## src/sfp_pkg.sv

```systemverilog
// constants and types shared by the stack, frame and programmed i/o unit
package sfp_pkg;
  // wishbone register byte offsets
  localparam logic [7:0] REG_INSTR = 8'h00;
  localparam logic [7:0] REG_STATUS = 8'h04;
  localparam logic [3:0] REG_ACC_PAGE = 4'h1;
  localparam logic [7:0] REG_SP = 8'h20;
  localparam logic [7:0] REG_FP = 8'h24;
  localparam logic [7:0] REG_PC = 8'h28;
  localparam logic [7:0] REG_CARRY = 8'h2C;
  // status register bit positions
  localparam int STB_BUSY = 0;
  localparam int STB_SKIP = 1;
  localparam int STB_OVF = 2;
  localparam int STB_BAD = 3;
  // reset values
  localparam logic [15:0] RST_WORD = 16'h0000;
  localparam logic [14:0] RST_PTR = 15'h0000;
  // instruction word fields, bit 0 of the word is the msb
  localparam logic [2:0] PIO_CLASS = 3'h3;
  localparam logic [5:0] DEV_CPU = 6'h01;
  localparam logic [5:0] DEV_RSV2 = 6'h02;
  localparam logic [5:0] DEV_RSV3 = 6'h03;
  localparam logic [5:0] DEV_CTRL = 6'h3F;
  // stack codes: {operation code, control field}
  localparam logic [4:0] STK_MOVE_TO_FRAME_PTR = 5'h00;
  localparam logic [4:0] STK_MOVE_FROM_FRAME_PTR = 5'h02;
  localparam logic [4:0] STK_MOVE_TO_STACK_PTR = 5'h08;
  localparam logic [4:0] STK_MOVE_FROM_STACK_PTR = 5'h0A;
  localparam logic [4:0] STK_PUSH = 5'h0C;
  localparam logic [4:0] STK_POP = 5'h0E;
  localparam logic [4:0] STK_SAVE = 5'h14;
  localparam logic [4:0] STK_RET = 5'h16;
  // programmed i/o operation codes
  localparam logic [2:0] IO_NIO = 3'h0;
  localparam logic [2:0] IO_DIA = 3'h1;
  localparam logic [2:0] IO_DIB = 3'h3;
  localparam logic [2:0] IO_DIC = 3'h5;
  localparam logic [2:0] IO_SKP = 3'h7;
  // skip test field codes
  localparam logic [1:0] SKT_BUSY_SET = 2'h0;
  localparam logic [1:0] SKT_BUSY_CLR = 2'h1;
  localparam logic [1:0] SKT_DONE_SET = 2'h2;
  // misc
  localparam logic [15:0] ABSENT_DATA = 16'hFFFF;
  localparam logic [7:0] SO_BOUNDARY = 8'h00;
  localparam logic [2:0] FRAME_LAST = 3'h4;
  typedef enum logic [3:0] {
    OP_NONE, OP_BAD, OP_MOVE_TO_FRAME_PTR, OP_MOVE_FROM_FRAME_PTR, OP_MOVE_TO_STACK_PTR, OP_MOVE_FROM_STACK_PTR,
    OP_PUSH, OP_POP, OP_SAVE, OP_RET, OP_IO
  } sfp_op_t;
  typedef enum logic [4:0] {
    S_IDLE = 5'b00001,
    S_EXEC = 5'b00010,
    S_MEM = 5'b00100,
    S_WAIT = 5'b01000,
    S_IO = 5'b10000
  } sfp_state_t;
endpackage

```

## src/sfp_dec_if.sv

```systemverilog
// decoded instruction fields between the core and its decoder
`timescale 1ns/1ps
`default_nettype none
interface sfp_dec_if;
  import sfp_pkg::*;
  logic [15:0] instr;
  sfp_op_t op;
  logic [1:0] acsel;
  logic [2:0] io_op;
  logic [1:0] ctrl;
  modport core (output instr, input op, input acsel, input io_op, input ctrl);
  modport dec (input instr, output op, output acsel, output io_op, output ctrl);
endinterface
`default_nettype wire

```

## src/sfp_decoder.sv

```systemverilog
// decoder of the i/o-format instruction word
`timescale 1ns/1ps
`default_nettype none
module sfp_decoder
  import sfp_pkg::*;
(
  sfp_dec_if.dec d
);
  logic [5:0] dev;
  logic [4:0] stk;
  assign dev = d.instr[5:0];
  assign stk = d.instr[10:6];
  assign d.acsel = d.instr[12:11];
  assign d.io_op = d.instr[10:8];
  assign d.ctrl = d.instr[7:6];

  // device code in bits 10-15, ac field bits 3-4, opcode, control bits 8-9
  always_comb
  begin
    d.op = OP_BAD;
    if (d.instr[15:13] == PIO_CLASS)
    begin
      if (dev == DEV_CPU)
      begin
        case (stk)
          STK_MOVE_TO_FRAME_PTR: d.op = OP_MOVE_TO_FRAME_PTR;
          STK_MOVE_FROM_FRAME_PTR: d.op = OP_MOVE_FROM_FRAME_PTR;
          STK_MOVE_TO_STACK_PTR: d.op = OP_MOVE_TO_STACK_PTR;
          STK_MOVE_FROM_STACK_PTR: d.op = OP_MOVE_FROM_STACK_PTR;
          STK_PUSH: d.op = OP_PUSH;
          STK_POP: d.op = OP_POP;
          STK_SAVE: d.op = (d.acsel == 2'h0) ? OP_SAVE : OP_BAD;
          STK_RET: d.op = (d.acsel == 2'h0) ? OP_RET : OP_BAD;
          default: d.op = OP_BAD;
        endcase
      end
      else if (dev == DEV_RSV2 || dev == DEV_RSV3)
        d.op = OP_BAD;
      else if (dev == DEV_CTRL)
        d.op = OP_NONE;
      else if ((d.io_op == IO_NIO || d.io_op == IO_SKP) && d.acsel != 2'h0)
        d.op = OP_BAD;
      else
        d.op = OP_IO;
    end
  end
endmodule
`default_nettype wire

```

## src/sfp_unit.sv

```systemverilog
// stack, frame-save and programmed i/o execution unit with wishbone registers
//
// Added by the designer: the Wishbone interface to the registers and the register addresses.
`timescale 1ns/1ps
`default_nettype none
module sfp_unit
  import sfp_pkg::*;
(
  input wire logic clk_i,
  input wire logic rst_i,
  input wire logic wb_cyc_i,
  input wire logic wb_stb_i,
  input wire logic wb_we_i,
  input wire logic [7:0] wb_adr_i,
  input wire logic [3:0] wb_sel_i,
  input wire logic [31:0] wb_dat_i,
  output logic [31:0] wb_dat_o,
  output logic wb_ack_o,
  output logic mem_stb_o,
  output logic mem_we_o,
  output logic [14:0] mem_addr_o,
  output logic [15:0] mem_wdata_o,
  input wire logic mem_ack_i,
  input wire logic [15:0] mem_rdata_i,
  output logic io_stb_o,
  output logic [15:0] io_instr_o,
  output logic [15:0] io_wdata_o,
  input wire logic io_ack_i,
  input wire logic [15:0] io_rdata_i,
  input wire logic io_present_i,
  output logic so_req_o
);
  sfp_state_t state;
  logic [2:0] step;
  logic [15:0] cur_instr;
  logic [15:0] ac [4];
  logic [14:0] sp;
  logic [14:0] fp;
  logic [14:0] pc;
  logic carry;
  logic skip_flag;
  logic bad_flag;
  logic [14:0] next_sp;
  logic [15:0] push_word;
  logic [15:0] rd;
  logic [15:0] wmask;
  sfp_op_t op;
  logic [1:0] acsel;
  logic wb_hit, wb_wr, idle, start, issue, mem_done, io_done, last, fin, skip;
  logic io_input, dev_busy, dev_done;

  sfp_dec_if dif ();
  assign dif.instr = cur_instr;
  sfp_decoder u_dec (.d(dif.dec));
  assign op = dif.op;
  assign acsel = dif.acsel;

  assign wb_hit = wb_cyc_i && wb_stb_i && !wb_ack_o;
  assign wb_wr = wb_hit && wb_we_i;
  assign idle = (state == S_IDLE);
  assign wmask = {{8{wb_sel_i[1]}}, {8{wb_sel_i[0]}}};
  assign start = wb_wr && idle && wb_adr_i == REG_INSTR && wb_sel_i[1:0] == 2'h3;
  assign issue = (state == S_MEM);
  assign mem_done = (state == S_WAIT) && mem_ack_i;
  assign io_done = (state == S_IO) && io_ack_i;
  assign last = (op == OP_SAVE || op == OP_RET) ? (step == FRAME_LAST) : 1'b1;
  assign fin = (state == S_EXEC && op != OP_PUSH && op != OP_POP && op != OP_SAVE
                && op != OP_RET && op != OP_IO) || (mem_done && last) || io_done;
  assign io_input = dif.io_op == IO_DIA || dif.io_op == IO_DIB || dif.io_op == IO_DIC;
  // absent device flags read as 00; data bits 0/1 carry complemented done/busy
  assign dev_done = io_present_i && !io_rdata_i[15];
  assign dev_busy = io_present_i && !io_rdata_i[14];

  // skip decision from the test field
  always_comb
  begin
    skip = 1'b0;
    if (io_done && dif.io_op == IO_SKP)
    begin
      unique case (dif.ctrl)
        SKT_BUSY_SET: skip = dev_busy;
        SKT_BUSY_CLR: skip = !dev_busy;
        SKT_DONE_SET: skip = dev_done;
        default: skip = !dev_done;
      endcase
    end
  end

  // address of the next stack access, wrapping in fifteen bits
  always_comb
  begin
    next_sp = sp;
    if (op == OP_PUSH || op == OP_SAVE)
      next_sp = sp + 15'h0001;
    else if (op == OP_RET)
      next_sp = (step == 3'h0) ? fp : sp - 15'h0001;
  end

  // word written by push and by each save step
  always_comb
  begin
    push_word = ac[acsel];
    if (op == OP_SAVE)
    begin
      if (step == 3'h3)
        push_word = {1'b0, fp};
      else if (step == FRAME_LAST)
        push_word = {carry, ac[3][14:0]};
      else
        push_word = ac[step[1:0]];
    end
  end

  // sequencer and bus requests
  always_ff @(posedge clk_i)
  begin
    if (rst_i)
    begin
      state <= S_IDLE;
      step <= 3'h0;
      cur_instr <= RST_WORD;
      mem_stb_o <= 1'b0;
      mem_we_o <= 1'b0;
      mem_addr_o <= RST_PTR;
      mem_wdata_o <= RST_WORD;
      io_stb_o <= 1'b0;
      io_instr_o <= RST_WORD;
      io_wdata_o <= RST_WORD;
    end
    else
    begin
      unique case (state)
        S_IDLE:
          if (start)
          begin
            cur_instr <= wb_dat_i[15:0];
            state <= S_EXEC;
          end
        S_EXEC:
        begin
          step <= 3'h0;
          if (op == OP_PUSH || op == OP_POP || op == OP_SAVE || op == OP_RET)
            state <= S_MEM;
          else if (op == OP_IO)
          begin
            io_stb_o <= 1'b1;
            io_instr_o <= cur_instr;
            io_wdata_o <= ac[acsel];
            state <= S_IO;
          end
          else
            state <= S_IDLE;
        end
        S_MEM:
        begin
          mem_stb_o <= 1'b1;
          mem_we_o <= (op == OP_PUSH || op == OP_SAVE);
          mem_addr_o <= next_sp;
          mem_wdata_o <= push_word;
          state <= S_WAIT;
        end
        S_WAIT:
          if (mem_ack_i)
          begin
            mem_stb_o <= 1'b0;
            step <= step + 3'h1;
            state <= last ? S_IDLE : S_MEM;
          end
        S_IO:
          if (io_ack_i)
          begin
            io_stb_o <= 1'b0;
            state <= S_IDLE;
          end
      endcase
    end
  end

  // accumulators
  always_ff @(posedge clk_i)
  begin
    if (rst_i)
    begin
      for (int i = 0; i < 4; i++)
        ac[i] <= RST_WORD;
    end
    else if (state == S_EXEC && op == OP_MOVE_FROM_STACK_PTR)
      ac[acsel] <= {1'b0, sp};
    else if (state == S_EXEC && op == OP_MOVE_FROM_FRAME_PTR)
      ac[acsel] <= {1'b0, fp};
    else if (mem_done && op == OP_POP)
      ac[acsel] <= mem_rdata_i;
    else if (mem_done && op == OP_SAVE && last)
      ac[3] <= {1'b0, sp};
    else if (mem_done && op == OP_RET && step != 3'h0)
      ac[2'(FRAME_LAST - step)] <= mem_rdata_i;
    else if (io_done && io_input)
      ac[acsel] <= io_present_i ? io_rdata_i : ABSENT_DATA;
    else if (wb_wr && idle && wb_adr_i[7:4] == REG_ACC_PAGE)
      ac[wb_adr_i[3:2]] <= (ac[wb_adr_i[3:2]] & ~wmask) | (wb_dat_i[15:0] & wmask);
  end

  // stack and frame pointers
  always_ff @(posedge clk_i)
  begin
    if (rst_i)
    begin
      sp <= RST_PTR;
      fp <= RST_PTR;
    end
    else
    begin
      if (issue && op != OP_POP)
        sp <= next_sp;
      else if (mem_done && (op == OP_POP || (op == OP_RET && last)))
        sp <= sp - 15'h0001;
      else if (state == S_EXEC && op == OP_MOVE_TO_STACK_PTR)
        sp <= ac[acsel][14:0];
      else if (wb_wr && idle && wb_adr_i == REG_SP)
        sp <= (sp & ~wmask[14:0]) | (wb_dat_i[14:0] & wmask[14:0]);
      if (mem_done && op == OP_SAVE && last)
        fp <= sp;
      else if (mem_done && op == OP_RET && last)
        fp <= ac[3][14:0];
      else if (state == S_EXEC && op == OP_MOVE_TO_FRAME_PTR)
        fp <= ac[acsel][14:0];
      else if (wb_wr && idle && wb_adr_i == REG_FP)
        fp <= (fp & ~wmask[14:0]) | (wb_dat_i[14:0] & wmask[14:0]);
    end
  end

  // program counter and carry; pointer wrap never reaches carry
  always_ff @(posedge clk_i)
  begin
    if (rst_i)
    begin
      pc <= RST_PTR;
      carry <= 1'b0;
    end
    else if (mem_done && op == OP_RET && step == 3'h0)
    begin
      carry <= mem_rdata_i[15];
      pc <= mem_rdata_i[14:0];
    end
    else if (fin && op != OP_RET)
      pc <= pc + (skip ? 15'h0002 : 15'h0001);
    else if (wb_wr && idle && wb_adr_i == REG_PC)
      pc <= (pc & ~wmask[14:0]) | (wb_dat_i[14:0] & wmask[14:0]);
    else if (wb_wr && idle && wb_adr_i == REG_CARRY && wb_sel_i[0])
      carry <= wb_dat_i[0];
  end

  // sticky overflow and bad flags, skip flag per instruction; a new event wins over a software clear
  always_ff @(posedge clk_i)
  begin
    if (rst_i)
    begin
      so_req_o <= 1'b0;
      bad_flag <= 1'b0;
      skip_flag <= 1'b0;
    end
    else
    begin
      if (issue && (op == OP_PUSH || op == OP_SAVE) && next_sp[7:0] == SO_BOUNDARY)
        so_req_o <= 1'b1;
      else if (wb_wr && wb_adr_i == REG_STATUS && wb_sel_i[0] && wb_dat_i[STB_OVF])
        so_req_o <= 1'b0;
      if (state == S_EXEC && op == OP_BAD)
        bad_flag <= 1'b1;
      else if (wb_wr && wb_adr_i == REG_STATUS && wb_sel_i[0] && wb_dat_i[STB_BAD])
        bad_flag <= 1'b0;
      if (fin)
        skip_flag <= skip;
    end
  end

  // register read mux
  always_comb
  begin
    rd = RST_WORD;
    if (wb_adr_i[7:4] == REG_ACC_PAGE)
      rd = ac[wb_adr_i[3:2]];
    else
    begin
      case (wb_adr_i)
        REG_INSTR: rd = cur_instr;
        REG_STATUS:
        begin
          rd[STB_BUSY] = !idle;
          rd[STB_SKIP] = skip_flag;
          rd[STB_OVF] = so_req_o;
          rd[STB_BAD] = bad_flag;
        end
        REG_SP: rd = {1'b0, sp};
        REG_FP: rd = {1'b0, fp};
        REG_PC: rd = {1'b0, pc};
        REG_CARRY: rd = {15'h0000, carry};
        default: rd = RST_WORD;
      endcase
    end
  end

  // wishbone answer, one cycle after the request
  always_ff @(posedge clk_i)
  begin
    if (rst_i)
    begin
      wb_ack_o <= 1'b0;
      wb_dat_o <= 32'h00000000;
    end
    else
    begin
      wb_ack_o <= wb_hit;
      wb_dat_o <= {16'h0000, rd};
    end
  end
endmodule
`default_nettype wire

```

## config.mk

```make
export PLATFORM = sky130hd
export DESIGN_NAME = sfp_unit
export DESIGN_NICKNAME = d
export VERILOG_FILES = /design/src/sfp_pkg.sv /design/src/sfp_dec_if.sv /design/src/sfp_decoder.sv /design/src/sfp_unit.sv
export SDC_FILE = /design/constraint.sdc
export NUM_CORES = 1
export LEC_CHECK = 0
export BUFFER_PORTS_ARGS = -buffer_cell sky130_fd_sc_hd__buf_2
export CAP_MARGIN = 30
export CORE_UTILIZATION = 55
export DETAILED_ROUTE_END_ITERATION = 6
export PLACE_DENSITY_LB_ADDON = 0.12
export SETUP_SLACK_MARGIN = 0.15
export SLEW_MARGIN = 0
export SYNTH_ARGS = -nofsm -noshare
export SYNTH_HDL_FRONTEND = slang
export SYNTH_HIERARCHICAL = 1
export SYNTH_SLANG_ARGS = --single-unit
export TNS_END_PERCENT = 5
```

## constraint.sdc

```tcl
create_clock -name clk_i -period 9.3 [get_ports clk_i]
set_input_delay 1.395 -clock clk_i [delete_from_list [all_inputs] [get_ports clk_i]]
set_output_delay 1.395 -clock clk_i [all_outputs]
set_load 0.005 [all_outputs]
```

Yosys cells after proc, flatten, opt, wreduce, memory -nomap -nowiden --
Memories as Yosys holds them, arrays and structs flattened. A register that Yosys moved wholly into a read port is not among the register bits. Cells that the tools add are included. W data, S select, Z words.
Operators by class: add/subtract/negate cells 5, multiply operators 0, divide/modulo/power cells 0, $lt $le $gt $ge 0, equality and inequality tests 54, shift operators 0, mux-type cells 117, bitwise gates (word level) 17, reduce and logical (&&, ||, !) cells 93
Operators with widths (number):
- $mux W15 | 14
- $mux W16 | 12
- $mux W1 | 61
- $and A15 B15 Y15 | 4
- $pmux W12 S4 | 1
- $reduce_or A16 Y1 | 3
- $logic_and A1 B1 Y1 | 47
- $or A15 B15 Y15 | 3
- $and A16 B16 Y16 | 2
- $eq A8 B6 Y1 const B | 4
- $pmux W4 S8 | 1
- $mux W4 | 7
- $eq A5 B4 Y1 const B | 5
- $mux W5 | 5
- $pmux W5 S5 | 1
- $pmux W4 S6 | 1
- $eq A4 B3 Y1 const B | 4
- $logic_not A8 Y1 | 2
- $mux W2 | 8
- $not A16 Y16 | 1
- $or A16 B16 Y16 | 1
- $add A15 B1 Y15 const B | 1
- $add A15 B2 Y15 | 1
- $eq A5 B5 Y1 const B | 3
- 40 further kinds | 94
Word-level totals: register bits after elaboration 172, latch bits 0, RAM bits 64, memory bits (read-only) 0, input port bits 84, output and inout bits 100, logic and storage cells 307, memories kept 1
Memories:
- ac | depth 4, width 16, read ports 4, clocked after memory_dff 2, write ports 4, line sfp_unit.sv:36 | logic [15:0] ac [4];

Depth between registers and ports, before layout --
depth in word-level cells 23, depth in mapped cells 14, mapped depth without buffers 13

By module --
The synthesis kept the hierarchy.
Modules (own cells, without submodules):
- sfp_unit | times used 1, cells each 1610, area each 14068.5 µm², seq. area each 5084.9 µm²
- sfp_decoder | times used 1, cells each 39, area each 280.3 µm², seq. area each 0.0 µm²

Worst setup path before layout --
OpenSTA, ideal clock, no wires.
kind input to register, from input io_ack_i, to memory ac[3][0] (enable), data arrival time 3.663 ns, path slack 5.228 ns, stages on the path 6, cells stage by stage and4b_1 > and3_1 > o31ai_2 > o211a_1 > nor2_1 > nor3_1
RTL lines:
- from (decl) | line sfp_unit.sv:28 | input wire logic io_ack_i,
- to (decl) | line sfp_unit.sv:36

==> reports/qor_table.md <==
| Item | Value |
|:---|:---|
| Hold Path Class | flip-flop to flip-flop |
| Transition time at the pin with the least slew margin | 1.11 ns |
| Routed length per placed instance | 27.3 um |
| Post-cts sizing count | 0 |
| Cell types occupying the most area after synthesis | sky130_fd_sc_hd__dfxtp_1 22%, sky130_fd_sc_hd__edfxtp_1 13%, sky130_fd_sc_hd__mux4_2 7.5%, sky130_fd_sc_hd__nand2_1 5.2%, sky130_fd_sc_hd__mux2i_1 4.3% |
| Number of nets with antenna violations after detailed routing | 0 |
| Destination of the worst register-to-register timing path | ac[2][5] |
| EDFF count, synth | 64 |
| Max Clk Rate | 176 MHz |
| Pwr per Cell Area | 152 nW/um^2 |
| Floorplan die width | 164 um |
| Number of global-route vias before repair | 13,100 |
| Vias per cell | 6.93 |
| Total track usage | 41.7% |
| Critical path arrival | 5.77 ns |
| Final setup skew | 0.0271 ns |
| Synthesized netlist cell count | 1,649 |
| Overflow left after global routing | 0 |
| H-tree lvl count | 1 |
| CP required | 9.38 ns |
| Detailed-placement wirelength estimate | 40.5 mm |
| Area share of the leading cell type in the synthesized netlist | 22.0% |
| Number of core rows | 58 |
| Worst Hold Launch | wb_ack_o |
| Leakage Power | 0.00594 uW |
| Worst Hold Path EP | wb_ack_o |
| Die height | 164 um |
| Run status | finished, final reports clean |
| Minimum clock period after layout | 5.69 ns |
| Dominant synthesized flop cell | sky130_fd_sc_hd__dfxtp_1 |
| Core area | 25,400 sq um |
| Initial core utilization | 56.5% |
| Area of the die | 26,700 sq um |
| Antenna Diode Count | 0 |
| CP Capture Type | flip-flop |
| Ratio of cells with drive above 1 in the final layout | 19.1% |
| Unrepaired setup endpoints after global routing | false |
| Detailed-route wire length | 56.1 mm |
| Routability cong. | 1.01 |
| Setup Total Neg Slack | 0 ns |
| Average cell area after synthesis | 8.70 sq um |
| Total count of max-transition violations in the final report | 0 |
| Worst-Skew Late Latency | 0.56 ns |
| Hold Violations, Final | 0 |
| Number of synthesized register bits | 222 |
| CTS clk-pin slew, worst paths | 0.06 ns |
| Post-CTS setup repair buffer count | 0 |
| Clock tree from TritonCTS | done |
| Number of buffers inserted by port buffering | 149 |
| DRC violations left | 0 |
| Flop-to-flop setup slack | 3.61 ns |
| Source of the worst register-to-register timing path | cur_instr[8] |
| Cell type contributing the most total cell area after synthesis | sky130_fd_sc_hd__dfxtp_1 |
| Layout Area Growth over Synthesis | 11.2% |
| CP startpoint kind | flip-flop |
| Wire length of the first global-routing pass | 82.4 mm |
| Number of warnings printed during yosys synthesis | 6 |
| Maximum Capacitance Violations | 0 |
| Number of antenna violations at the first check in global routing | 0 |
| Peak fanout along the critical path | 17 |
| Bufs on Longest Clock Path | 3 |
| Clock net sink count | 222 |
| Fin util | 62.8% |
| Number of detailed-route iterations in the first pass | 7 |
| Count of final setup violators | 0 |
| R2R depth | 11 |
| Largest net degree at the start of global routing | 62 |
| Period utilization | 61.2% |
| Critical path start-end classification | flip-flop to flip-flop |
| Sequential cell area fraction in the yosys report | 35.4% |
| Final layout net count | 1,801 |
| Headroom to the max-slew limit | 25.1% |
| Share of flip-flops with an asynchronous set or reset after synthesis | 0% |
| Io pins | 184 |
| Clock buffers created by TritonCTS | 25 |
| Number of buffers inserted by hold repair at cts | 0 |
| Distinct cell type count of the synthesized netlist | 95 |
| Number of instances on the worst hold path | 1 |
| Peak VDD IR | 0.162 mV |
| Library cell used as clock root buffer | sky130_fd_sc_hd__clkbuf_16 |
| Area of the mapped netlist | 14,300 sq um |
| DRT iter0 DRCs | 2,210 |
| Total number of vias | 14,300 |
==> Yosys cell counts, types with 9 or more instances <==
cell,count
sky130_fd_sc_hd__o22ai_1,9
sky130_fd_sc_hd__a211oi_1,26
sky130_fd_sc_hd__mux2_2,12
sky130_fd_sc_hd__clkbuf_1,105
sky130_fd_sc_hd__nand3_1,62
sky130_fd_sc_hd__nand2_1,197
sky130_fd_sc_hd__dfxtp_1,158
sky130_fd_sc_hd__buf_2,20
sky130_fd_sc_hd__a311oi_1,21
sky130_fd_sc_hd__a31oi_1,21
sky130_fd_sc_hd__and2_1,13
sky130_fd_sc_hd__inv_1,37
sky130_fd_sc_hd__nor3_1,38
sky130_fd_sc_hd__o21ai_0,80
sky130_fd_sc_hd__a22oi_1,22
sky130_fd_sc_hd__a21oi_1,98
sky130_fd_sc_hd__a2bb2oi_1,10
sky130_fd_sc_hd__buf_1,11
sky130_fd_sc_hd__mux2i_1,62
sky130_fd_sc_hd__edfxtp_1,64
sky130_fd_sc_hd__o221ai_1,9
sky130_fd_sc_hd__xnor2_1,14
sky130_fd_sc_hd__nand2b_1,20
sky130_fd_sc_hd__o211ai_1,57
sky130_fd_sc_hd__mux4_2,48
sky130_fd_sc_hd__nor2_1,154
sky130_fd_sc_hd__buf_4,26
sky130_fd_sc_hd__xor2_1,10
sky130_fd_sc_hd__nor2b_1,10
sky130_fd_sc_hd__and3_1,23
sky130_fd_sc_hd__nand4_1,21
sky130_fd_sc_hd__or3_1,12
sky130_fd_sc_hd__a222oi_1,12
==> worst max path at each step <==
stage | from | end | cells past startpoint | slack, ns
floorplan | io_ack_i | ac[3][0] | 6 | 5.23
detailed placement | cur_instr[8] | ac[2][12] | 11 | 3.84
finish | cur_instr[8] | ac[2][5] | 11 | 3.61
global route | cur_instr[8] | ac[0][0] | 11 | 3.47
CTS | cur_instr[8] | ac[2][5] | 11 | 3.81
global placement | cur_instr[5] | ac[1][11] | 11 | 3.85
==> power by group <==
part	total, uW	internal (uW)	switching (uW)
logic	332	115	216
registers	1070	1020	40.3
clock network	1030	589	438
total	2420	1730	694
==> cell type report <==
| class | instances | area (sq um) |
|---|---|---|
| Fill cell | 2250 | 9450 |
| Tap cell | 330 | 413 |
| Inverter | 39 | 146 |
| Multi-Input combinational cell | 1237 | 8440 |
| Clock inverter | 15 | 169 |
| Sequential cell | 222 | 5080 |
| Clock buffer | 31 | 658 |
| Timing Repair Buffer | 184 | 1040 |
==> logic make-up (layout without fill, tap and decap cells) <==
family | after synthesis | count (layout) | share of synthesized area [%]
adders and majority gates | 8 | 8 | 0.750
xor gates and xnor gates | 24 | 24 | 1.46
DFF | 222 | 222 | 35.4
muxes | 122 | 122 | 12.8
other | 1 | 16 | 0.0261
buffers and inverters | 205 | 269 | 6.38
AOI/OAI and AO/OA | 451 | 451 | 21.8
and+or+nand+nor | 616 | 616 | 21.4
==> critical path, stage by stage (launching register included) <==
cell	delay [ns]
sky130_fd_sc_hd__dfxtp_1	0.61
sky130_fd_sc_hd__nor4b_2	0.34
sky130_fd_sc_hd__nand3b_1	0.14
sky130_fd_sc_hd__a21o_1	0.21
sky130_fd_sc_hd__a211oi_2	0.75
sky130_fd_sc_hd__nor4bb_2	0.35
sky130_fd_sc_hd__buf_4	0.29
sky130_fd_sc_hd__nand2_1	0.29
sky130_fd_sc_hd__or4_1	0.47
sky130_fd_sc_hd__o211a_1	0.20
sky130_fd_sc_hd__o21ai_2	0.78
sky130_fd_sc_hd__nand2_1	0.78
==> metrics by stage <==
step / hold slack [ns] / cells / total power (uW) / setup WS [ns] / area, sq um
after floorplan: 0.432 / 1664 / 1290 / 5.23 / 14400
after global placement: 0.418 / 2008 / 1400 / 3.85 / 15100
after detailed placement: 0.427 / 2012 / 1400 / 3.84 / 15100
after CTS: 0.442 / 2058 / 2410 / 3.81 / 16000
after global routing: 0.452 / 2058 / 2480 / 3.47 / 16000
final: 0.441 / 2058 / 2420 / 3.61 / 16000
==> routing by layer <==
layer | GRT usage, % | wire length (um) | vias up | share of wire [%]
li1 | - | - | 6299 | -
met1 | 58.0 | 22200 | 6817 | 40
met2 | 61.8 | 24200 | 993 | 43
met3 | 9.29 | 6970 | 161 | 12
met4 | 18.3 | 2700 | 0 | 4.8
met5 | 0 | 0 | - | 0
==> placed cells by master (no fill, tap or decap), drive strengths merged, types with 8 or more instances in the layout <==
cell and instances:
a222oi 12, mux4 48, o22ai 9, inv 39, mux2 12, o211ai 57
nor2b 10, and2 14, edfxtp 64, nor3 40, nor4 12, a21o 8
a2bb2oi 10, and3 23, a22oi 22, dfxtp 158, clkinv 10, o21ai 82
a211oi 29, mux2i 62, nor2 155, clkbuf 31, nand2b 20, a21oi 99
a31oi 23, a221oi 8, o221ai 9, xor2 10, or3 13, nand2 199
nand4 21, a311oi 21, xnor2 14, o2111ai 8, nand3 63, conb 16
buf 184
(Power assumes the default switching activity.)
